<file path="config.mk">
export PLATFORM = sky130hd
export DESIGN_NAME = etsl_core
export DESIGN_NICKNAME = d
export VERILOG_FILES = /design/src/etsl_pkg.sv /design/src/etsl_core.sv /design/src/etsl_sync.sv
export SDC_FILE = /design/constraint.sdc
export NUM_CORES = 1
export LEC_CHECK = 0
export BUFFER_PORTS_ARGS = -buffer_cell sky130_fd_sc_hd__buf_2
export CORE_UTILIZATION = 49
export DETAILED_ROUTE_END_ITERATION = 6
export PLACE_DENSITY_LB_ADDON = 0.3
export SYNTH_ARGS = -nofsm -noshare
export SYNTH_HDL_FRONTEND = slang
export SYNTH_SLANG_ARGS = --single-unit
</file>
<file path="constraint.sdc">
create_clock -name clock_i -period 8 [get_ports clock_i]
set_input_delay 0.4 -clock clock_i [delete_from_list [all_inputs] [get_ports clock_i]]
set_output_delay 0.4 -clock clock_i [all_outputs]
set_load 0.005 [all_outputs]
</file>
<file path="src/etsl_pkg.sv">
// Package with constants and types for the exposure trigger and strobe logic
package etsl_pkg;

  // Trigger modes
  typedef enum logic [2:0] {
    ETSL_TRIG_INTERNAL  = 3'h0,
    ETSL_TRIG_EXTERNAL  = 3'h1,
    ETSL_TRIG_SOFTWARE  = 3'h2,
    ETSL_TRIG_EXT_START = 3'h3,
    ETSL_TRIG_EXT_EXPO  = 3'h4
  } etsl_trig_e;

  // Auxiliary output source select
  typedef enum logic [1:0] {
    ETSL_AUX_FIRST = 2'h0,
    ETSL_AUX_LAST  = 2'h1,
    ETSL_AUX_ALL   = 2'h2,
    ETSL_AUX_ANY   = 2'h3
  } etsl_aux_e;

  // Sequencer states, Gray coded along idle-wait-expose-readout
  typedef enum logic [2:0] {
    ETSL_ST_IDLE    = 3'b000,
    ETSL_ST_WAIT    = 3'b001,
    ETSL_ST_EXPOSE  = 3'b011,
    ETSL_ST_DRAIN   = 3'b010,
    ETSL_ST_GAP     = 3'b110
  } etsl_state_e;

  localparam int unsigned CNT_W          = 32;
  localparam int unsigned ROW_W          = 16;
  localparam int unsigned EVT_N          = 6;
  localparam int unsigned SYNC_STAGES    = 3;
  localparam int unsigned TRIG_MIN_CLK   = 2;
  localparam logic [1:0]  AUX_SEL_RESET  = 2'h2;
  localparam logic [31:0] CNT_ZERO       = 32'h0000_0000;
  localparam logic [15:0] ROW_ONE        = 16'h0001;

  // Event bit positions
  localparam int unsigned EV_FIRST_BEGIN  = 0;
  localparam int unsigned EV_FIRST_FINISH = 1;
  localparam int unsigned EV_LAST_BEGIN   = 2;
  localparam int unsigned EV_LAST_FINISH  = 3;
  localparam int unsigned EV_OVERRUN      = 4;
  localparam int unsigned EV_LOST         = 5;

endpackage : etsl_pkg

</file>
<file path="src/etsl_core.sv">
// Exposure trigger sequencer, fire strobes and acquisition events
//
// Contract
// RULE_01 - Internal mode times exposures from programmed settings alone.
// RULE_02 - External mode takes triggers from the trigger pin.
// RULE_03 - Software mode acts like external, trigger from host command.
// RULE_04 - External start waits one trigger, then runs as internal.
// RULE_05 - External exposure: pin level sets exposure and cycle time.
// RULE_06 - Auxiliary output selects first, last, all or any row strobe.
// RULE_07 - After reset auxiliary output carries all-rows strobe.
// RULE_08 - Each TTL input and output polarity is invertible independently.
// RULE_09 - First row read out is row 1, last is row n.
// RULE_10 - First-row strobe: row 1 exposing (rolling), all rows (global).
// RULE_11 - Last-row strobe: row n exposing; global equals first-row strobe.
// RULE_12 - All-rows strobe when every row exposes; global equals first.
// RULE_13 - Any-row strobe when some row exposes; global equals first.
// RULE_14 - Strobes high while condition holds, absent inversion.
// RULE_15 - Strobes may stay idle when their condition never occurs.
// RULE_16 - First-row strobe always on its own dedicated output.
// RULE_17 - Each event type has its own enable; only enabled reported.
// RULE_18 - Begin event when row 1 (or all rows) start exposing.
// RULE_19 - Finish event when row 1 (or all rows) stop, before readout ends.
// RULE_20 - Last-row begin and finish events for row n.
// RULE_21 - Buffer overflow stops acquisition and raises an event.
// RULE_22 - Undeliverable enabled event raises a lost-notification event.
// RULE_23 - Trigger pulses of two clocks or longer are recognised.
// RULE_24 - Ready output in external/software modes; triggers ignored otherwise.
// RULE_25 - Rolling: each row starts one row time after the previous.
// RULE_26 - Trigger pin synchronised before edge detection.
`timescale 1ns/1ps
`default_nettype none
module etsl_core
(
  // Clock, reset, enable
  input  wire logic        clock_i,
  input  wire logic        reset_i,
  input  wire logic        clk_en_i,
  // Configuration
  input  wire logic [2:0]  trig_mode_i,
  input  wire logic        global_shutter_mode_i,
  input  wire logic [1:0]  aux_sel_i,
  input  wire logic        aux_sel_load_i,
  input  wire logic        trig_in_invert_i,
  input  wire logic        fire_out_invert_i,
  input  wire logic        aux_out_invert_i,
  input  wire logic        ready_out_invert_i,
  input  wire logic [31:0] exposure_rows_i,
  input  wire logic [31:0] cycle_rows_i,
  input  wire logic [15:0] frame_rows_i,
  input  wire logic [31:0] row_clocks_i,
  input  wire logic [5:0]  event_enable_i,
  // Acquisition control
  input  wire logic        acq_start_i,
  input  wire logic        acq_stop_i,
  input  wire logic        soft_trigger_i,
  input  wire logic        ext_trigger_i,
  input  wire logic        store_overrun_i,
  input  wire logic        event_ready_i,
  // TTL outputs
  output logic             fire_o,
  output logic             aux_out_o,
  output logic             trigger_ready_o,
  // Status and events
  output logic             acquiring_o,
  output logic [5:0]       event_o,
  output logic             event_valid_o
);

  etsl_pkg::etsl_state_e state_q;
  logic [31:0] row_tick_q;
  logic        row_strobe;
  logic [31:0] expo_cnt_q;
  logic [31:0] cycle_cnt_q;
  logic [15:0] begin_row_q;
  logic [15:0] end_row_q;
  logic        ending_q;
  logic        armed_q;
  logic        ext_level;
  logic        ext_lvl_q;
  logic        ext_rise;
  logic        ext_fall;
  logic        trig_evt;
  logic [1:0]  aux_sel_q;
  logic        first_exp;
  logic        last_exp;
  logic        all_exp;
  logic        any_exp;
  logic        first_q;
  logic        last_q;
  logic        aux_pick;
  logic [5:0]  evt_raw;
  logic [5:0]  evt_pend_q;
  logic        is_int;
  logic        is_ext_expo;

  // Pin polarity applied before the synchroniser
  etsl_sync u_trig_sync
  (
    .clock_i  (clock_i),
    .reset_i  (reset_i),
    .enable_i (clk_en_i),
    .async_i  (ext_trigger_i ^ trig_in_invert_i), // RULE_08
    .level_o  (ext_level)                         // RULE_26
  );

  always_ff @(posedge clock_i)
  begin
    if (reset_i)
      ext_lvl_q <= 1'b0;
    else if (clk_en_i)
      ext_lvl_q <= ext_level;
  end

  // Two agreeing stages let a two-clock pulse through
  assign ext_rise = ext_level & ~ext_lvl_q; // RULE_23
  assign ext_fall = ~ext_level & ext_lvl_q;

  assign is_ext_expo = (trig_mode_i == etsl_pkg::ETSL_TRIG_EXT_EXPO);
  assign is_int      = (trig_mode_i == etsl_pkg::ETSL_TRIG_INTERNAL);

  always_comb
  begin
    case (trig_mode_i)
      etsl_pkg::ETSL_TRIG_EXTERNAL,
      etsl_pkg::ETSL_TRIG_EXT_START,
      etsl_pkg::ETSL_TRIG_EXT_EXPO: trig_evt = ext_rise;       // RULE_02
      etsl_pkg::ETSL_TRIG_SOFTWARE: trig_evt = soft_trigger_i; // RULE_03
      default:                      trig_evt = 1'b0;
    endcase
  end

  // Row timebase restarts on each trigger; idle and wait share state bit 1
  assign row_strobe = (row_tick_q + 32'h0000_0001 >= row_clocks_i);

  always_ff @(posedge clock_i)
  begin
    if (reset_i)
      row_tick_q <= etsl_pkg::CNT_ZERO;
    else if (clk_en_i)
      row_tick_q <= (row_strobe || !state_q[1]) ? etsl_pkg::CNT_ZERO : row_tick_q + 32'h0000_0001;
  end

  // Sequencer
  always_ff @(posedge clock_i)
  begin
    if (reset_i)
    begin
      state_q     <= etsl_pkg::ETSL_ST_IDLE;
      expo_cnt_q  <= etsl_pkg::CNT_ZERO;
      cycle_cnt_q <= etsl_pkg::CNT_ZERO;
      armed_q     <= 1'b0;
    end
    else if (clk_en_i)
    begin
      if (acq_stop_i || store_overrun_i)
        state_q <= etsl_pkg::ETSL_ST_IDLE; // RULE_21
      else
      begin
        case (state_q)
          etsl_pkg::ETSL_ST_IDLE:
          begin
            armed_q <= 1'b0;
            if (acq_start_i)
              state_q <= is_int ? etsl_pkg::ETSL_ST_EXPOSE : etsl_pkg::ETSL_ST_WAIT; // RULE_01
            expo_cnt_q  <= etsl_pkg::CNT_ZERO;
            cycle_cnt_q <= etsl_pkg::CNT_ZERO;
          end
          etsl_pkg::ETSL_ST_WAIT:
          begin
            if (trig_evt && (trigger_ready_o ^ ready_out_invert_i)) // RULE_24
            begin
              state_q     <= etsl_pkg::ETSL_ST_EXPOSE;
              expo_cnt_q  <= etsl_pkg::CNT_ZERO;
              cycle_cnt_q <= etsl_pkg::CNT_ZERO;
              // External start runs free after its single trigger
              if (trig_mode_i == etsl_pkg::ETSL_TRIG_EXT_START)
                armed_q <= 1'b1; // RULE_04
            end
          end
          etsl_pkg::ETSL_ST_EXPOSE:
          begin
            if (row_strobe)
            begin
              expo_cnt_q  <= expo_cnt_q + 32'h0000_0001;
              cycle_cnt_q <= cycle_cnt_q + 32'h0000_0001;
            end
            // External exposure ends on the falling trigger level
            if (is_ext_expo ? ext_fall : (row_strobe && expo_cnt_q + 32'h0000_0001 >= exposure_rows_i)) // RULE_05
              state_q <= etsl_pkg::ETSL_ST_DRAIN;
          end
          etsl_pkg::ETSL_ST_DRAIN:
          begin
            if (row_strobe)
              cycle_cnt_q <= cycle_cnt_q + 32'h0000_0001;
            if (row_strobe && !ending_q && end_row_q != 16'h0000)
              state_q <= etsl_pkg::ETSL_ST_GAP;
          end
          etsl_pkg::ETSL_ST_GAP:
          begin
            if (row_strobe)
              cycle_cnt_q <= cycle_cnt_q + 32'h0000_0001;
            if (is_int || armed_q)
            begin
              if (row_strobe && cycle_cnt_q + 32'h0000_0001 >= cycle_rows_i)
              begin
                state_q     <= etsl_pkg::ETSL_ST_EXPOSE; // RULE_01
                expo_cnt_q  <= etsl_pkg::CNT_ZERO;
                cycle_cnt_q <= etsl_pkg::CNT_ZERO;
              end
            end
            else
              state_q <= etsl_pkg::ETSL_ST_WAIT; // RULE_05
          end
          default: state_q <= etsl_pkg::ETSL_ST_IDLE;
        endcase
      end
    end
  end

  // Row begin/end pointers: rows start one row time apart
  always_ff @(posedge clock_i)
  begin
    if (reset_i)
    begin
      begin_row_q <= 16'h0000;
      end_row_q   <= 16'h0000;
      ending_q    <= 1'b0;
    end
    else if (clk_en_i)
    begin
      if (state_q == etsl_pkg::ETSL_ST_IDLE || state_q == etsl_pkg::ETSL_ST_WAIT
          || state_q == etsl_pkg::ETSL_ST_GAP)
      begin
        begin_row_q <= 16'h0000;
        end_row_q   <= 16'h0000;
        ending_q    <= 1'b0;
      end
      else
      begin
        if (state_q == etsl_pkg::ETSL_ST_EXPOSE && begin_row_q == 16'h0000 && row_strobe)
          begin_row_q <= etsl_pkg::ROW_ONE; // RULE_09
        else if (row_strobe && begin_row_q != 16'h0000 && begin_row_q < frame_rows_i)
          begin_row_q <= begin_row_q + etsl_pkg::ROW_ONE; // RULE_25
        if (row_strobe && state_q == etsl_pkg::ETSL_ST_DRAIN && !ending_q
            && end_row_q == 16'h0000)
        begin
          end_row_q <= etsl_pkg::ROW_ONE;
          ending_q  <= (frame_rows_i > etsl_pkg::ROW_ONE);
        end
        else if (row_strobe && ending_q)
        begin
          end_row_q <= end_row_q + etsl_pkg::ROW_ONE; // RULE_25
          if (end_row_q + etsl_pkg::ROW_ONE >= frame_rows_i)
            ending_q <= 1'b0;
        end
      end
    end
  end

  // Row k exposes while begun and not yet ended
  always_comb
  begin
    first_exp = (begin_row_q != 16'h0000) && (end_row_q == 16'h0000);           // RULE_10
    last_exp  = (begin_row_q == frame_rows_i) && (end_row_q < frame_rows_i)
                && (begin_row_q != 16'h0000);                                   // RULE_11
    all_exp   = first_exp && (begin_row_q == frame_rows_i);                     // RULE_12
    any_exp   = (begin_row_q != 16'h0000) && (end_row_q < frame_rows_i);        // RULE_13
    if (global_shutter_mode_i)
    begin
      // Global: every strobe follows the all-rows window
      first_exp = (state_q == etsl_pkg::ETSL_ST_EXPOSE);
      last_exp  = first_exp; // RULE_11
      all_exp   = first_exp; // RULE_12
      any_exp   = first_exp; // RULE_13
    end
  end

  // Aux source select register, defaults to all rows
  always_ff @(posedge clock_i)
  begin
    if (reset_i)
      aux_sel_q <= etsl_pkg::AUX_SEL_RESET; // RULE_07
    else if (clk_en_i && aux_sel_load_i)
      aux_sel_q <= aux_sel_i;
  end

  always_comb
  begin
    case (aux_sel_q)
      etsl_pkg::ETSL_AUX_FIRST: aux_pick = first_exp; // RULE_06
      etsl_pkg::ETSL_AUX_LAST:  aux_pick = last_exp;
      etsl_pkg::ETSL_AUX_ALL:   aux_pick = all_exp;   // RULE_15
      etsl_pkg::ETSL_AUX_ANY:   aux_pick = any_exp;
      default:                  aux_pick = all_exp;
    endcase
  end

  // Registered TTL outputs, active high unless inverted
  always_ff @(posedge clock_i)
  begin
    if (reset_i)
    begin
      fire_o          <= 1'b0;
      aux_out_o       <= 1'b0;
      trigger_ready_o <= 1'b0;
      acquiring_o     <= 1'b0;
    end
    else if (clk_en_i)
    begin
      fire_o          <= first_exp ^ fire_out_invert_i; // RULE_16 RULE_14 RULE_08
      aux_out_o       <= aux_pick ^ aux_out_invert_i;   // RULE_14 RULE_08
      trigger_ready_o <= (state_q == etsl_pkg::ETSL_ST_WAIT && !is_int) ^ ready_out_invert_i; // RULE_24
      acquiring_o     <= (state_q != etsl_pkg::ETSL_ST_IDLE);
    end
  end

  // Edge detection for events
  always_ff @(posedge clock_i)
  begin
    if (reset_i)
    begin
      first_q <= 1'b0;
      last_q  <= 1'b0;
    end
    else if (clk_en_i)
    begin
      first_q <= first_exp;
      last_q  <= last_exp;
    end
  end

  always_comb
  begin
    evt_raw = 6'h00;
    evt_raw[etsl_pkg::EV_FIRST_BEGIN]  = first_exp & ~first_q;  // RULE_18
    evt_raw[etsl_pkg::EV_FIRST_FINISH] = ~first_exp & first_q;  // RULE_19
    evt_raw[etsl_pkg::EV_LAST_BEGIN]   = last_exp & ~last_q;    // RULE_20
    evt_raw[etsl_pkg::EV_LAST_FINISH]  = ~last_exp & last_q;    // RULE_20
    evt_raw[etsl_pkg::EV_OVERRUN]      = store_overrun_i && (state_q != etsl_pkg::ETSL_ST_IDLE); // RULE_21
    evt_raw = evt_raw & event_enable_i; // RULE_17
  end

  // Pending events: new events win over delivery clear
  always_ff @(posedge clock_i)
  begin
    if (reset_i)
    begin
      evt_pend_q    <= 6'h00;
      event_o       <= 6'h00;
      event_valid_o <= 1'b0;
    end
    else if (clk_en_i)
    begin
      event_valid_o <= 1'b0;
      if (event_ready_i && evt_pend_q != 6'h00)
      begin
        event_o       <= evt_pend_q;
        event_valid_o <= 1'b1;
        evt_pend_q    <= evt_raw;
      end
      else
      begin
        evt_pend_q <= evt_pend_q | evt_raw;
        // Same event again before delivery means one was lost
        if ((evt_pend_q & evt_raw & 6'h1F) != 6'h00 && event_enable_i[etsl_pkg::EV_LOST])
          evt_pend_q[etsl_pkg::EV_LOST] <= 1'b1; // RULE_22
      end
    end
  end
endmodule : etsl_core
`default_nettype wire

</file>
<file path="src/etsl_sync.sv">
// Three-stage input synchroniser with agreement filter
`timescale 1ns/1ps
`default_nettype none
module etsl_sync
(
  // Clock and reset
  input  wire logic clock_i,
  input  wire logic reset_i,
  input  wire logic enable_i,
  // Data
  input  wire logic async_i,
  output logic      level_o
);
  logic [2:0] stage_q;

  always_ff @(posedge clock_i)
  begin
    if (reset_i)
      stage_q <= 3'h0;
    else if (enable_i)
      stage_q <= {stage_q[1:0], async_i};
  end

  // Stage 0 only feeds stage 1; change accepted once stages 1 and 2 agree
  always_ff @(posedge clock_i)
  begin
    if (reset_i)
      level_o <= 1'b0;
    else if (enable_i && (stage_q[1] == stage_q[2]))
      level_o <= stage_q[2];
  end
endmodule : etsl_sync
`default_nettype wire

</file>
# Yosys cells after proc, flatten, opt, wreduce, memory -nomap -nowiden
# Cells that the tools add are included.
[totals] output_inout_bits=11 register_bits=159 in_bits=138 elab_cells=177
[classes] n_eq_ne=23 n_lt_le_gt_ge=7 n_reduce_logical=58 muxes=42 n_addsub=5 n_bitwise=21
[ops] op="32-bit 2-to-1 mux" count=8
[ops] op="32-bit one-hot mux with 4 select lines" count=2
[ops] op="32-bit by 1-bit adder with 32-bit output (second input constant)" count=3
[ops] op="32-bit greater-or-equal comparator" count=3
[ops] op="16-bit 2-to-1 mux" count=6
[ops] op="16-bit by 1-bit adder with 16-bit output (second input constant)" count=2
[ops] op="16-bit zero test" count=2
[ops] op="16-bit less-than comparator" count=2
[ops] op="16-bit nonzero test" count=2
[ops] op="1-bit logical AND" count=24
[ops] op="3-bit 2-to-1 mux" count=7
[ops] op="16-bit == test" count=1
[ops] op="16-bit greater-or-equal comparator" count=1
[ops] op="16-bit by 1-bit > comparator with 1-bit output (second input constant)" count=1
[ops] op="3-bit one-hot mux with 5 select lines" count=1
[ops] op="1-bit 2-to-1 mux" count=13
[ops] op="3-bit by 2-bit == test with 1-bit output (second input constant)" count=4
[ops] op="3-bit inequality test (second input constant)" count=4
[ops] op="3-bit nonzero test" count=4
[ops] op="6-bit nonzero test" count=2
[ops] op="2-bit inequality test (second input constant)" count=5
[ops] op="4-bit nonzero test" count=2
[ops] op="1-bit inverter" count=7
[ops] op="7-bit AND reduction" count=1
[ops] op="27 further kinds" count=49

# Logic depth before layout (Yosys ltp)
# Gate-level depths: netlist of run 1.
[logic_depth] word_depth=12 depth_mapped=20 ltp_nobuf=16

# Cells and area by module
# From an unflattened synthesis of run 1, not the netlist that was laid out.
[hier_totals] hier_cells=1598 area_unflattened_um2=12289.3
[modules_own_cells] mod="etsl_core" seq_area_each_um2=3103.0 cells_per_inst=1582 instances=1 area_per_inst_um2=12117.9
[modules_own_cells] mod="etsl_sync" seq_area_each_um2=80.1 cells_per_inst=16 instances=1 area_per_inst_um2=171.4

# Least setup slack after synthesis of run 1
# Ideal clock, no wire load.
[synth_timing] path_kind="reg-to-reg" startpoint="reg row_tick_q[7]" endpoint="reg expo_cnt_q[10]" path_stages_with_launch=19 setup_time_ps=72 t_arrival_ps=4125 synth_period_minus_slack_ps=4197 path_slack_ps=3803 t_required_ps=7928 n_path_buf=3 path_cell_list="dfxtp_1 > clkbuf_1 > nand4_1 > nor4_2 > nand3_1 > nor3_2 > nand3_1 > xnor2_1 > ha_1 > nand4_1 > nor4_2 > nand2_1 > a211oi_4 > nor2_2 > o32a_1 > buf_4 > nor2_8 > buf_6 > mux2i_1"
[synth_between] elab_chain_cells=5 word_cells_on_any_way=6 cone_classes="1 x add/sub; 1 x order compare; 2 x eq/ne; 2 x reduce/logical"
[synth_rtl] item="start, declared" line="etsl_core.sv:70" source="logic [31:0] row_tick_q;"
[synth_rtl] item="start signal, assigned" line="etsl_core.sv:138" source="row_tick_q <= etsl_pkg::CNT_ZERO;"
[synth_rtl] item="start signal, assigned" line="etsl_core.sv:140" source="row_tick_q <= (row_strobe || !state_q[1]) ? etsl_pkg::CNT_ZERO : row_tick_q + 32'h0000_0001;"
[synth_rtl] item="32-bit by 1-bit adder with 32-bit output *" line="etsl_core.sv:133" source="assign row_strobe = (row_tick_q + 32'h0000_0001 >= row_clocks_i);"
[synth_rtl] item="32-bit greater-or-equal comparator *" line="etsl_core.sv:133"
[synth_rtl] item="1-bit logical AND" line="etsl_core.sv:204" source="if (row_strobe && cycle_cnt_q + 32'h0000_0001 >= cycle_rows_i)"
[synth_rtl] item="2-bit inequality test (no source line)"
[synth_rtl] item="7-bit AND reduction (no source line) *"
[synth_rtl] item="end signal, assigned" line="etsl_core.sv:149" source="expo_cnt_q <= etsl_pkg::CNT_ZERO;"
[synth_rtl] item="end signal, assigned" line="etsl_core.sv:165" source="expo_cnt_q <= etsl_pkg::CNT_ZERO;"
[synth_rtl] item="end signal, assigned" line="etsl_core.sv:207" source="expo_cnt_q <= etsl_pkg::CNT_ZERO;"
[synth_rtl] item="end, declared" line="etsl_core.sv:72" source="logic [31:0] expo_cnt_q;"
# Mark *: on every way between the ends. The rest lies on a longest branch, timed or not.
# A chain may end at the register's enable or synchronous reset.

# Worst setup path in the final report of run 1
[layout_timing] startpoint="reg row_tick_q[0]" endpoint="reg cycle_cnt_q[25]"
[layout_between] elab_chain_cells=6 word_cells_on_any_way=7 cone_classes="1 x add/sub; 1 x order compare; 4 x mux; 1 x reduce/logical"
[layout_rtl] item="32-bit by 1-bit adder with 32-bit output *" line="etsl_core.sv:133"
[layout_rtl] item="32-bit greater-or-equal comparator *" line="etsl_core.sv:133"
[layout_rtl] item="32-bit 2-to-1 mux or 1-bit logical AND (tied branches)"
[layout_rtl] item="32-bit 2-to-1 mux" line="etsl_core.sv:204"
[layout_rtl] item="32-bit 2-to-1 mux" line="etsl_core.sv:202" source="if (is_int || armed_q)"
[layout_rtl] item="32-bit one-hot mux with 4 select lines *" line="etsl_core.sv:159" source="case (state_q)"
[layout_rtl] item="end signal, assigned" line="etsl_core.sv:166" source="cycle_cnt_q <= etsl_pkg::CNT_ZERO;"
[layout_rtl] item="end signal, assigned" line="etsl_core.sv:201" source="cycle_cnt_q <= cycle_cnt_q + 32'h0000_0001;"
[layout_rtl] item="end signal, assigned" line="etsl_core.sv:208" source="cycle_cnt_q <= etsl_pkg::CNT_ZERO;"
[layout_rtl] item="end, declared" line="etsl_core.sv:73" source="logic [31:0] cycle_cnt_q;"
# Marked as above.

==> results of run 1 <==
-- cell families after synthesis --
kind of cell / count (synthesis)
AO/OA/AOI/OAI: 334
XOR/XNOR: 118
adder cells (fa/ha/maj): 151
buffers and inverters: 215
flip-flops: 159
multiplexers: 18
AND/OR/NAND/NOR: 605
-- stage by stage --
stage	hold slack, ps	setup slack (ps)	utilization, %
after detailed placement	455	2730	54.3
after global routing	242	2000	56.7
after CTS	221	2710	56.7
final	221	2660	56.8
after floorplan	435	3800	-
after global placement	445	2910	54.3
-- registers in the layout, summed over array words and instances, names as in the netlist, 6 cells and up --
| register | count |
|---|---|
| row_tick_q | 32 |
| end_row_q | 16 |
| evt_pend_q | 6 |
| event_o | 6 |
| begin_row_q | 16 |
| cycle_cnt_q | 32 |
| expo_cnt_q | 32 |
-- layout make-up --
class	instances	area (µm²)
diodes	1	2.50
clock buffers	17	425
clock inverters	14	181
fillers	2271	10600
inverters	142	533
multi-input cells	1226	8360
flip-flops and latches	159	3180
well taps	324	405
repair buffers	160	833
-- worst register-to-register path, delay by kind of cell (launching register included) --
| family | cells | cell delay, ps |
|---|---|---|
| AND/OR/NAND/NOR | 8 | 2360 |
| AO/OA/AOI/OAI | 5 | 1740 |
| adder cells (fa/ha/maj) | 2 | 590 |
| flip-flops | 1 | 420 |
| XOR/XNOR | 1 | 150 |
-- metal layers --
| layer | part of all wire (%) | vias up | GRT usage [%] |
|---|---|---|---|
| li1 | - | 5922 | - |
| met1 | 46 | 5391 | 31.5 |
| met2 | 47 | 289 | 41.3 |
| met3 | 5.2 | 48 | 4.29 |
| met4 | 1.9 | 4 | 6.78 |
| met5 | 0.085 | - | 0 |
-- worst paths after layout --
check            startpoint              end  slack (ps)  cells after the start
max           row_tick_q[0]  cycle_cnt_q[25]        2660                     16
min            aux_sel_i[1]     aux_sel_q[1]         220                      3
max reg2reg   row_tick_q[0]  cycle_cnt_q[25]        2660                     16
min reg2reg  expo_cnt_q[22]   expo_cnt_q[22]         470                      2
-- power groups by stage --
stage | logic, mW | clock network, mW | registers, mW
finish | 0.156 | 0.858 | 0.798
CTS | 0.157 | 0.869 | 0.798
global placement | 0.152 | 0 | 0.816
floorplan | 0.0901 | 0 | 0.815
global route | 0.176 | 0.903 | 0.798
detailed placement | 0.156 | 0 | 0.816
-- placed cells by master, fill, tap and decap left out, drive strengths merged, types with 7 or more instances in the layout --
cell type	instances
nand4	47
nor3b	7
buf	160
and3	32
mux2i	18
and4	13
dfxtp	159
nand3b	9
or3	14
a21o	17
clkbuf	17
xor2	30
nor4	22
o21ai	59
a22oi	36
ha	151
nor2	126
a21oi	109
nand2	168
a31oi	17
inv	148
a211oi	18
nor2b	9
and2	9
nand2b	7
nor3	33
o211ai	7
nand3	94
xnor2	88
a311oi	14
==> out/results.ini, run 1 <==
[route]
drt-total-wl_mm=31.7
drt-vias-per-instance=5.70
ant_nets=0
via_count=11700
avgRoutedWirePerCell_um=15.5
dr.pass1.iters=5
dr.first_iter.drc_count=800
drc_violations=0

[clocking]
clock_tree.root_cell=sky130_fd_sc_hd__clkbuf_16
holdBufCountCts=0
clockBufferDepth=2
cts.reportedPaths.clkPinSlew_ps=70
cts_made_buffers=17
post_cts_sizing_count=0
clock_tree_from_tritoncts=yes
clock_sink_count=159
insertion_delay_ps=440
postCtsSetupRepairBufs=0
cts.htree.levels=4

[synth]
netlist_area_um2=12400
synth.distinct_cells=79
synthesis.yosys.warnings=0
synth.mux.area_fraction_pct=1.45
synth-main-ff-cell=sky130_fd_sc_hd__dfxtp_1
synth_area_leader_cell=sky130_fd_sc_hd__dfxtp_1
synth_enable_flop_cells=0
synth.most_common_cell=sky130_fd_sc_hd__nand2_1
synth.area.top_cells=sky130_fd_sc_hd__dfxtp_1 (26%), sky130_fd_sc_hd__ha_1 (15%), sky130_fd_sc_hd__xnor2_1 (6.2%)
synth_top_cells_by_count=sky130_fd_sc_hd__nand2_1 (168), sky130_fd_sc_hd__dfxtp_1 (159), sky130_fd_sc_hd__ha_1 (151)
avgSynthCellArea_um2=7.75
synth_fa_ha_area_share_pct=15.2
synthesis.nets=1889
postSynthRegisterBits=159
synthCells=1600
synth_compound_gate_area_share_pct=17.6
share_of_synthesized_area_occupied_by_flip_flops_and_latches_pct=25.7
synth_simple_gate_area_share_pct=24.7
synth_xor_area_share_pct=8.34
combinational_family_with_the_most_area_after_synthesis=simple AND/OR/NAND/NOR gates
synth-async-reset-ratio_pct=0
synth.top_cell.area_share_pct=25.7

[worst_setup_path]
crit_path_end_kind=flop
timing.critical_path.required_ps=8360
critical-path-max-stage-delay_ps=920
crit_path_cell_trace=ha_1 -> nand3_1 -> nor4_1 -> nand3_1 -> nor2_1 -> nand2_1 -> xnor2_1 -> ha_1 -> nand4_1 -> nor4_2 -> a221oi_1 -> o211ai_1 -> or2_1 -> o211a_1 -> a31oi_1 -> a31oi_1
worst_path_dominant_cell_family=simple AND/OR/NAND/NOR gates
critPathKind=reg2reg
worstSetupStartpointType=flop
worst-path-max-fanout=32
critPathArrivalTime_ps=5700
cp_num_buf_inv=0
cp_slowest_cell=sky130_fd_sc_hd__o211a_1

[sta]
tns_ps=0
worst-slew-pin-transition_ps=1100
finalHoldViolations=0
timing.clock.skew_ps=13.9
pins_over_their_slew_limit=0
report.final.setup_viol=0
timing.final.crit_period_ps=5340
fin_crit_sh_pct=66.7
achievable_freq_mhz=187
grt_setup_unrepaired=no
max-slew-margin-rel_pct=26.5

[floorplanning]
boundaryPins=149
floorplan.core_area_um2=24500
chipWidth_um=161
floorplan.die.height_um=161
die-area_um2=25900
initial_core_util_pct=50.5
rows=57

[finish]
layout.cell_area.non_filler_um2=13900
post_layout_nonfiller_instances=2043
fin_nets=1995
share_of_cells_above_drive_strength_1_pct=12.7
area_growth_from_synthesis_to_layout_pct=12.3

[power_and_ir_drop]
static-leakage-power_nw=6.20
peakVddDrop_mv=0.114
total_power_mw=1.81
power_report.internal_total_mw=1.35
switching_share_pct=25.3
p_switching_mw=0.459
seq_power_share_pct=44.0
combinationalPowerShare_pct=8.6
pwr_density_cell_nw_per_um2=130
power.share.clock_pct=47.3

[grt]
globalRoute.totalOverflow=0
grt_util_all_layers_pct=24.3
grt_pass1_vias=10800
antenna_violations_before_repair=2
grt_start_max_net_pins=91
first_pass_grt_wire_length_mm=51.9

[flow_run]
cap_violations=0

[status]
outcome=finished, final reports clean

[hold_path]
timing.hold.worst.class=in2reg

[place]
placedCellCount=2011
place_congestion=0.863
placed_area_um2=13300
port-buffer-count=148
dpl.hpwl_mm=23.6

Note: power is estimated with default switching activity, not from simulation.
==> run 2: changes to the inputs <==
--- a/config.mk
+++ b/config.mk
@@ -5,6 +5,7 @@
 export SDC_FILE = /design/constraint.sdc
 export NUM_CORES = 1
 export LEC_CHECK = 0
+export ABC_AREA = 1
 export BUFFER_PORTS_ARGS = -buffer_cell sky130_fd_sc_hd__buf_2
 export CORE_UTILIZATION = 49
 export DETAILED_ROUTE_END_ITERATION = 6
==> constraint.sdc (replaced) <==
create_clock -name clock_i -period 4.3 [get_ports clock_i]
set_input_delay 0.215 -clock clock_i [delete_from_list [all_inputs] [get_ports clock_i]]
set_output_delay 0.215 -clock clock_i [all_outputs]
set_load 0.005 [all_outputs]
==> run 2 against run 1 <==
- area after synthesis grew 10%
- cell area grew 11%
- non-clock buffer count grew 9
- total power grew 100%
- critical endpoint is now ending_q
- sequential share of layout area shrank 2.2 points
- wire length grew 13%
- cell count grew 29%
- utilization shrank 0.059 points
- fmax grew 35%
- critical path depth grew 8
- die area grew 10%
==> out/results.ini, run 2 <==
[place]
port-buffer-count=148
dpl_worst_slack_ps=-91.4
place_congestion=0.971
dpl.hpwl_mm=27.3

[synth]
postSynthRegisterBits=159
synthesis.nets=2404
synth.most_common_cell=sky130_fd_sc_hd__nand2_1
synthCells=2115
avgSynthCellArea_um2=6.46
synth_top_cells_by_count=sky130_fd_sc_hd__nand2_1 (517), sky130_fd_sc_hd__inv_1 (290), sky130_fd_sc_hd__nor2_1 (236)
synth.distinct_cells=58
synth-async-reset-ratio_pct=0
synth.area.top_cells=sky130_fd_sc_hd__dfxtp_1 (23%), sky130_fd_sc_hd__nand2_1 (14%), sky130_fd_sc_hd__ha_1 (14%)
synth_enable_flop_cells=0
synth_area_leader_cell=sky130_fd_sc_hd__dfxtp_1
synthesis.yosys.warnings=0
share_of_synthesized_area_occupied_by_flip_flops_and_latches_pct=23.3
netlist_area_um2=13700
synth.top_cell.area_share_pct=23.3
synth-main-ff-cell=sky130_fd_sc_hd__dfxtp_1

[finish]
utilization_pct=56.7
area_growth_from_synthesis_to_layout_pct=12.8
fin_nets=2531
mostFrequentLayoutCell=sky130_fd_sc_hd__nand2_1
biggestRegsByFlops=cycle_cnt_q x32, expo_cnt_q x32, row_tick_q x32
share_of_cells_above_drive_strength_1_pct=13.1
layout.cells.most_common_list=sky130_fd_sc_hd__nand2_1 (515), sky130_fd_sc_hd__inv_1 (289), sky130_fd_sc_hd__nor2_1 (235), sky130_fd_sc_hd__a21oi_1 (162), sky130_fd_sc_hd__dfxtp_1 (156)

[sta]
timing.clock.skew_ps=14.2
max-slew-margin-rel_pct=26.1
finalHoldViolations=0
worst-slew-pin-transition_ps=1110
grt_setup_unrepaired=no
report.final.setup_viol=0
fin_crit_sh_pct=92.1
achievable_freq_mhz=253
finalWorstSetupSlack_ps=340
timing.final.crit_period_ps=3960
pins_over_their_slew_limit=0

[floorplanning]
chipWidth_um=169
die-area_um2=28500
initial_core_util_pct=50.2
rows=60
floorplan.core_area_um2=27200
floorplan.die.height_um=169
boundaryPins=149

[worst_setup_path]
timing.critical_path.to=ending_q
timing.critical_path.required_ps=4660
startpoint_of_the_worst_slack_reg_to_reg_timing_path=row_tick_q[4]
r2r_cells=24
critical_path.reg2reg.endpoint=ending_q
worstSetupStartpointType=flop
cp_slowest_cell=sky130_fd_sc_hd__nor4_4
critical-path-max-stage-delay_ps=410
regToRegSetupSlack_ps=340
critPathLaunch=row_tick_q[4]
cell_with_the_most_instances_on_the_worst_path=sky130_fd_sc_hd__nand2_1
worst-path-max-fanout=15
crit_path_end_kind=flop
critPathArrivalTime_ps=4320
crit_path_cell_trace=nand2_1 -> nor2_1 -> nand2_1 -> nor3_2 -> nand4_1 -> or2_1 -> nor2_2 -> nand2_1 -> xor2_1 -> inv_2 -> ha_1 -> nand2_1 -> nor4_4 -> nand2_2 -> nand3_4 -> nand3_1 -> nand2_1 -> inv_2 -> o21ai_4 -> buf_8 -> nand3_1 -> nand2_1 -> inv_1 -> nor2_1
critPathKind=reg2reg

[power_and_ir_drop]
peakVddDrop_mv=0.235
pwr_density_cell_nw_per_um2=240
static-leakage-power_nw=7.63

[grt]
grt_busiest_layer=met2
grt_util_met3_pct=3.58
antenna_violations_before_repair=2
globalRoute.totalOverflow=0
first_pass_grt_wire_length_mm=59.3
grt_util_all_layers_pct=25.3
grt_pass1_vias=12600
grt.met1_usage_pct=33.9
use_met2_pct=42.5
grt_start_max_net_pins=83

[route]
avgRoutedWirePerCell_um=13.7
drt-total-wl_mm=36.0
dr.pass1.iters=5
dr.first_iter.drc_count=921
drc_violations=0
ant_nets=0
drt-vias-per-instance=5.24
via_count=13800

[clocking]
cts.reportedPaths.clkPinSlew_ps=70
clock_tree.root_cell=sky130_fd_sc_hd__clkbuf_16
clock_tree_from_tritoncts=yes
clockBufferDepth=2
clock_sink_count=159
cts.htree.levels=4
insertion_delay_ps=430
cts_made_buffers=17

[flow_run]
cap_violations=0

[hold_path]
timing.hold.worst.class=in2reg

[status]
outcome=finished, final reports clean

==> run 2: cell types whose count changed after synthesis, moves of 18 or more <==
cell                      previous run  this run
sky130_fd_sc_hd__and3_1             32         1
sky130_fd_sc_hd__mux2i_1            18         0
sky130_fd_sc_hd__a22oi_1            36        17
sky130_fd_sc_hd__xor2_1             30        80
sky130_fd_sc_hd__inv_1             142       290
sky130_fd_sc_hd__nand2_1           168       517
sky130_fd_sc_hd__a21oi_1           109       163
sky130_fd_sc_hd__nor2_1            123       236
sky130_fd_sc_hd__xnor2_1            88        19
sky130_fd_sc_hd__nand3_1            94       121
==> run 2: report_power, final <==
| group | switching [mW] | total (mW) | internal [mW] |
|---|---|---|---|
| clock network | 0.661 | 1.46 | 0.794 |
| registers | 0.0558 | 1.58 | 1.52 |
| logic | 0.422 | 0.668 | 0.246 |
==> run 2: timing repair <==
item	in CTS	in global routing
pin swaps	0	4
endpoints found under the setup margin	33	132
resized for setup	4	22
hold buffers	0	0
setup buffers	0	9
hold endpoints to repair	0	0
cloned	0	1
==> run 2: critical path: cells and delay by family, from the launching register on <==
family / cells / cell delay [ps]
simple gates: 17 / 2590
flops: 1 / 380
buf+inv: 4 / 380
fa+ha+maj: 1 / 290
xor+xnor: 1 / 160
compound gates: 1 / 100
==> run 2: per-stage QoR <==
stage	TNS [ps]	total power [mW]	hold WS (ps)	instances	area [µm²]
final	0	3.70	41.9	2628	15400
after global routing	0	3.88	63.6	2627	15400
after CTS	0	3.69	28.6	2617	15200
after detailed placement	-1280	2.25	448	2585	14600
after global placement	0	2.23	443	2585	14600
after floorplan	0	2.04	369	2115	13700
==> run 2: layer usage <==
layer  vias up  wire length, µm
li1       7082                -
met1      6271            16900
met2       377            16600
met3        48             1940
met4         2              490
met5         -               13
==> run 2: how the worst min path moves through the flow <==
stage	from	end	slack, ps	depth (start not counted)
floorplan	aux_sel_i[1]	aux_sel_q[1]	370	2
global placement	u_trig_sync.stage_q[0]	u_trig_sync.stage_q[1]	440	2
detailed placement	u_trig_sync.stage_q[0]	u_trig_sync.stage_q[1]	450	2
CTS	aux_sel_i[1]	aux_sel_q[1]	30	3
global route	event_enable_i[4]	evt_pend_q[4]	60	3
finish	aux_sel_i[1]	aux_sel_q[1]	40	3
==> run 2: cells by family (layout without fill, tap and decap cells) <==
logic type	Yosys count	after routing	share of synthesized area (%)
flops	159	159	23.3
other cells	0	1	0
xor+xnor	101	101	6.59
fa+ha+maj	151	151	13.8
simple gates	1049	1050	34.1
compound gates	285	285	11.4
buf+inv	370	509	10.7
==> run 2: cell type report <==
type | instances | area [µm²]
Antenna cell | 1 | 2.50
Clock buffer | 22 | 474
Clock inverter | 10 | 77.6
Fill cell | 2760 | 11800
Inverter | 308 | 1180
Multi-Input combinational cell | 1587 | 9110
Sequential cell | 159 | 3190
Tap cell | 372 | 465
Timing Repair Buffer | 169 | 913
==> run 3: changes to the inputs <==
==> constraint.sdc (replaced) <==
create_clock -name clock_i -period 3.2 [get_ports clock_i]
set_input_delay 0.16 -clock clock_i [delete_from_list [all_inputs] [get_ports clock_i]]
set_output_delay 0.16 -clock clock_i [all_outputs]
set_load 0.005 [all_outputs]
==> run 3 against run 2 <==
- die area is the same
- via count is 14% higher
- first-iteration DRC count up 25%
- flip-flop and latch count did not move
- total power up 46%
- clock power rose by 43%
- highest routed layer unchanged
- fmax grew 1.5%
- the run now ends with negative setup slack left
- combinational power increased by 84%
==> out/results.ini, run 3 (same netlist as run 2, synthesis figures left out) <==
[status]
outcome=finished, violations left
violations_in_the_final_reports=negative setup slack

[power_and_ir_drop]
total_power_mw=5.42
seq_power_share_pct=38.8
power_report.internal_total_mw=3.73
peakVddDrop_mv=0.304
switching_share_pct=31.1
static-leakage-power_nw=9.54
pwr_density_cell_nw_per_um2=283
combinationalPowerShare_pct=22.6
power.share.clock_pct=38.6
p_switching_mw=1.69

[hold_path]
min-delay-start=event_enable_i[4]
whs_path_cells=3
hold-path-endpoint=evt_pend_q[4]
timing.hold.worst.class=in2reg

[clocking]
cts.reportedPaths.clkPinSlew_ps=70
cts_made_buffers=17
clock_sink_count=159
insertion_delay_ps=440
cts.htree.levels=4
clock_tree_from_tritoncts=yes
clockBufferDepth=2
clock_tree.root_cell=sky130_fd_sc_hd__clkbuf_16

[floorplanning]
chipWidth_um=169
boundaryPins=149
floorplan.die.height_um=169
initial_core_util_pct=50.2
rows=60
die-area_um2=28500
floorplan.core_area_um2=27200

[sta]
pins_over_their_slew_limit=0
max-slew-margin-rel_pct=15.9
grt_setup_unrepaired=yes
finalHoldViolations=0
achievable_freq_mhz=256
report.final.setup_viol=132
worst-slew-pin-transition_ps=1260
fin_crit_sh_pct=122
fin_worst_hold_slack_ps=15.5
finalWorstSetupSlack_ps=-703
timing.final.crit_period_ps=3900
timing.clock.skew_ps=18.4

[grt]
grt_pass1_vias=14500
grt_util_all_layers_pct=29.1
globalRoute.totalOverflow=0
antenna_violations_before_repair=2
grt_start_max_net_pins=83
first_pass_grt_wire_length_mm=67.7

[route]
via_count=15700
dr.pass1.iters=5
ant_nets=0
drt-vias-per-instance=5.38
drt-total-wl_mm=44.7
drc_violations=0
dr.first_iter.drc_count=1153
avgRoutedWirePerCell_um=15.4

[place]
port-buffer-count=148
place_congestion=0.935
dpl.hpwl_mm=30.4
placedCellCount=2836

[worst_setup_path]
cp_slowest_cell=sky130_fd_sc_hd__dfxtp_4
critPathKind=reg2reg
startpoint_of_the_worst_slack_reg_to_reg_timing_path=row_tick_q[0]
worstSetupStartpointType=flop
crit_path_end_kind=flop
critical-path-max-stage-delay_ps=380
timing.critical_path.required_ps=3530
worst-path-max-fanout=7
critical_path.reg2reg.endpoint=expo_cnt_q[6]
regToRegSetupSlack_ps=-700
cell_with_the_most_instances_on_the_worst_path=sky130_fd_sc_hd__nor2_1
r2r_cells=25
critPathArrivalTime_ps=4230

[finish]
area_growth_from_synthesis_to_layout_pct=40.1
biggestRegsByFlops=cycle_cnt_q x32, expo_cnt_q x32, row_tick_q x32
mostFrequentLayoutCell=sky130_fd_sc_hd__nand2_1
layout.cells.most_common_list=sky130_fd_sc_hd__nand2_1 (439), sky130_fd_sc_hd__inv_1 (286), sky130_fd_sc_hd__buf_4 (259), sky130_fd_sc_hd__nor2_1 (213), sky130_fd_sc_hd__dfxtp_1 (151)
share_of_cells_above_drive_strength_1_pct=31.5
post_layout_nonfiller_instances=2907
fin_nets=2809

[flow_run]
cap_violations=0

## run 3: cell count changes in the layout (fill, tap and decap cells not counted), moves of 32 or more
cell	change
sky130_fd_sc_hd__buf_4	+241
sky130_fd_sc_hd__a21oi_2	+51
sky130_fd_sc_hd__nand2_4	+32
sky130_fd_sc_hd__a21oi_1	-51
sky130_fd_sc_hd__nand2_2	+43
sky130_fd_sc_hd__nand2_1	-76
## run 3: power groups by stage
stage                     logic (mW)  registers (mW)  clock network, mW
final                           1.23            2.10               2.09
after global routing            1.35            2.11               2.17
after CTS                       1.10            2.10               2.09
after detailed placement       0.986            2.14                  0
after global placement         0.951            2.14                  0
after floorplan                0.622            2.14                  0
## run 3: worst max path at each step
stage | slack (ps) | from | endpoint | cells past startpoint
floorplan | -150 | row_tick_q[0] | begin_row_q[3] | 28
global placement | -580 | row_tick_q[1] | begin_row_q[3] | 28
detailed placement | -730 | row_tick_q[1] | begin_row_q[2] | 28
CTS | -560 | row_tick_q[0] | expo_cnt_q[30] | 28
global route | -920 | row_tick_q[0] | expo_cnt_q[10] | 27
finish | -700 | row_tick_q[0] | expo_cnt_q[6] | 25
## run 3: metal layers
| layer | global-route usage, % | part of all wire, % |
|---|---|---|
| met1 | 35.8 | 42 |
| met2 | 51.9 | 49 |
| met3 | 4.00 | 6.3 |
| met4 | 9.88 | 2.6 |
| met5 | 0 | 0.029 |
## run 3: repair_timing
item	4_1_cts	5_1_grt
hold endpoints to repair	1	0
setup buffers	8	11
gates resized for setup	104	229
cloned	6	10
endpoints found under the setup margin	132	132
pin swaps	26	62
hold buffers	2	0
## run 3: final cells by class
type                       instances  area [µm²]
multi-input combinational       1587       10300
fill                            2266        8050
timing repair buffer             446        3380
sequential                       159        3200
inverter                         308        1180
clock buffer                      23         468
tap                              372         465
clock inverter                     9         109
timing repair inverter             1        16.3
antenna                            2        5.00
## run 3: critical path, delay by kind of cell (launching register included)
family / cells / cell delay (ps)
AND/OR/NAND/NOR: 15 / 1970
buffers and inverters: 7 / 920
flip-flops: 1 / 380
adder cells (fa/ha/maj): 1 / 300
XOR/XNOR: 1 / 130
AO/OA/AOI/OAI: 1 / 110
## run 3: metrics by stage
| stage | utilization [%] | TNS [ps] | area [µm²] | worst slack, ps |
|---|---|---|---|---|
| after floorplan | - | -7610 | 13800 | -154 |
| after global placement | 61.6 | -63910 | 16700 | -582 |
| after detailed placement | 61.6 | -81510 | 16700 | -728 |
| after CTS | 66.0 | -62670 | 17900 | -557 |
| after global routing | 70.4 | -106170 | 19100 | -917 |
| final | 70.4 | -80360 | 19100 | -703 |
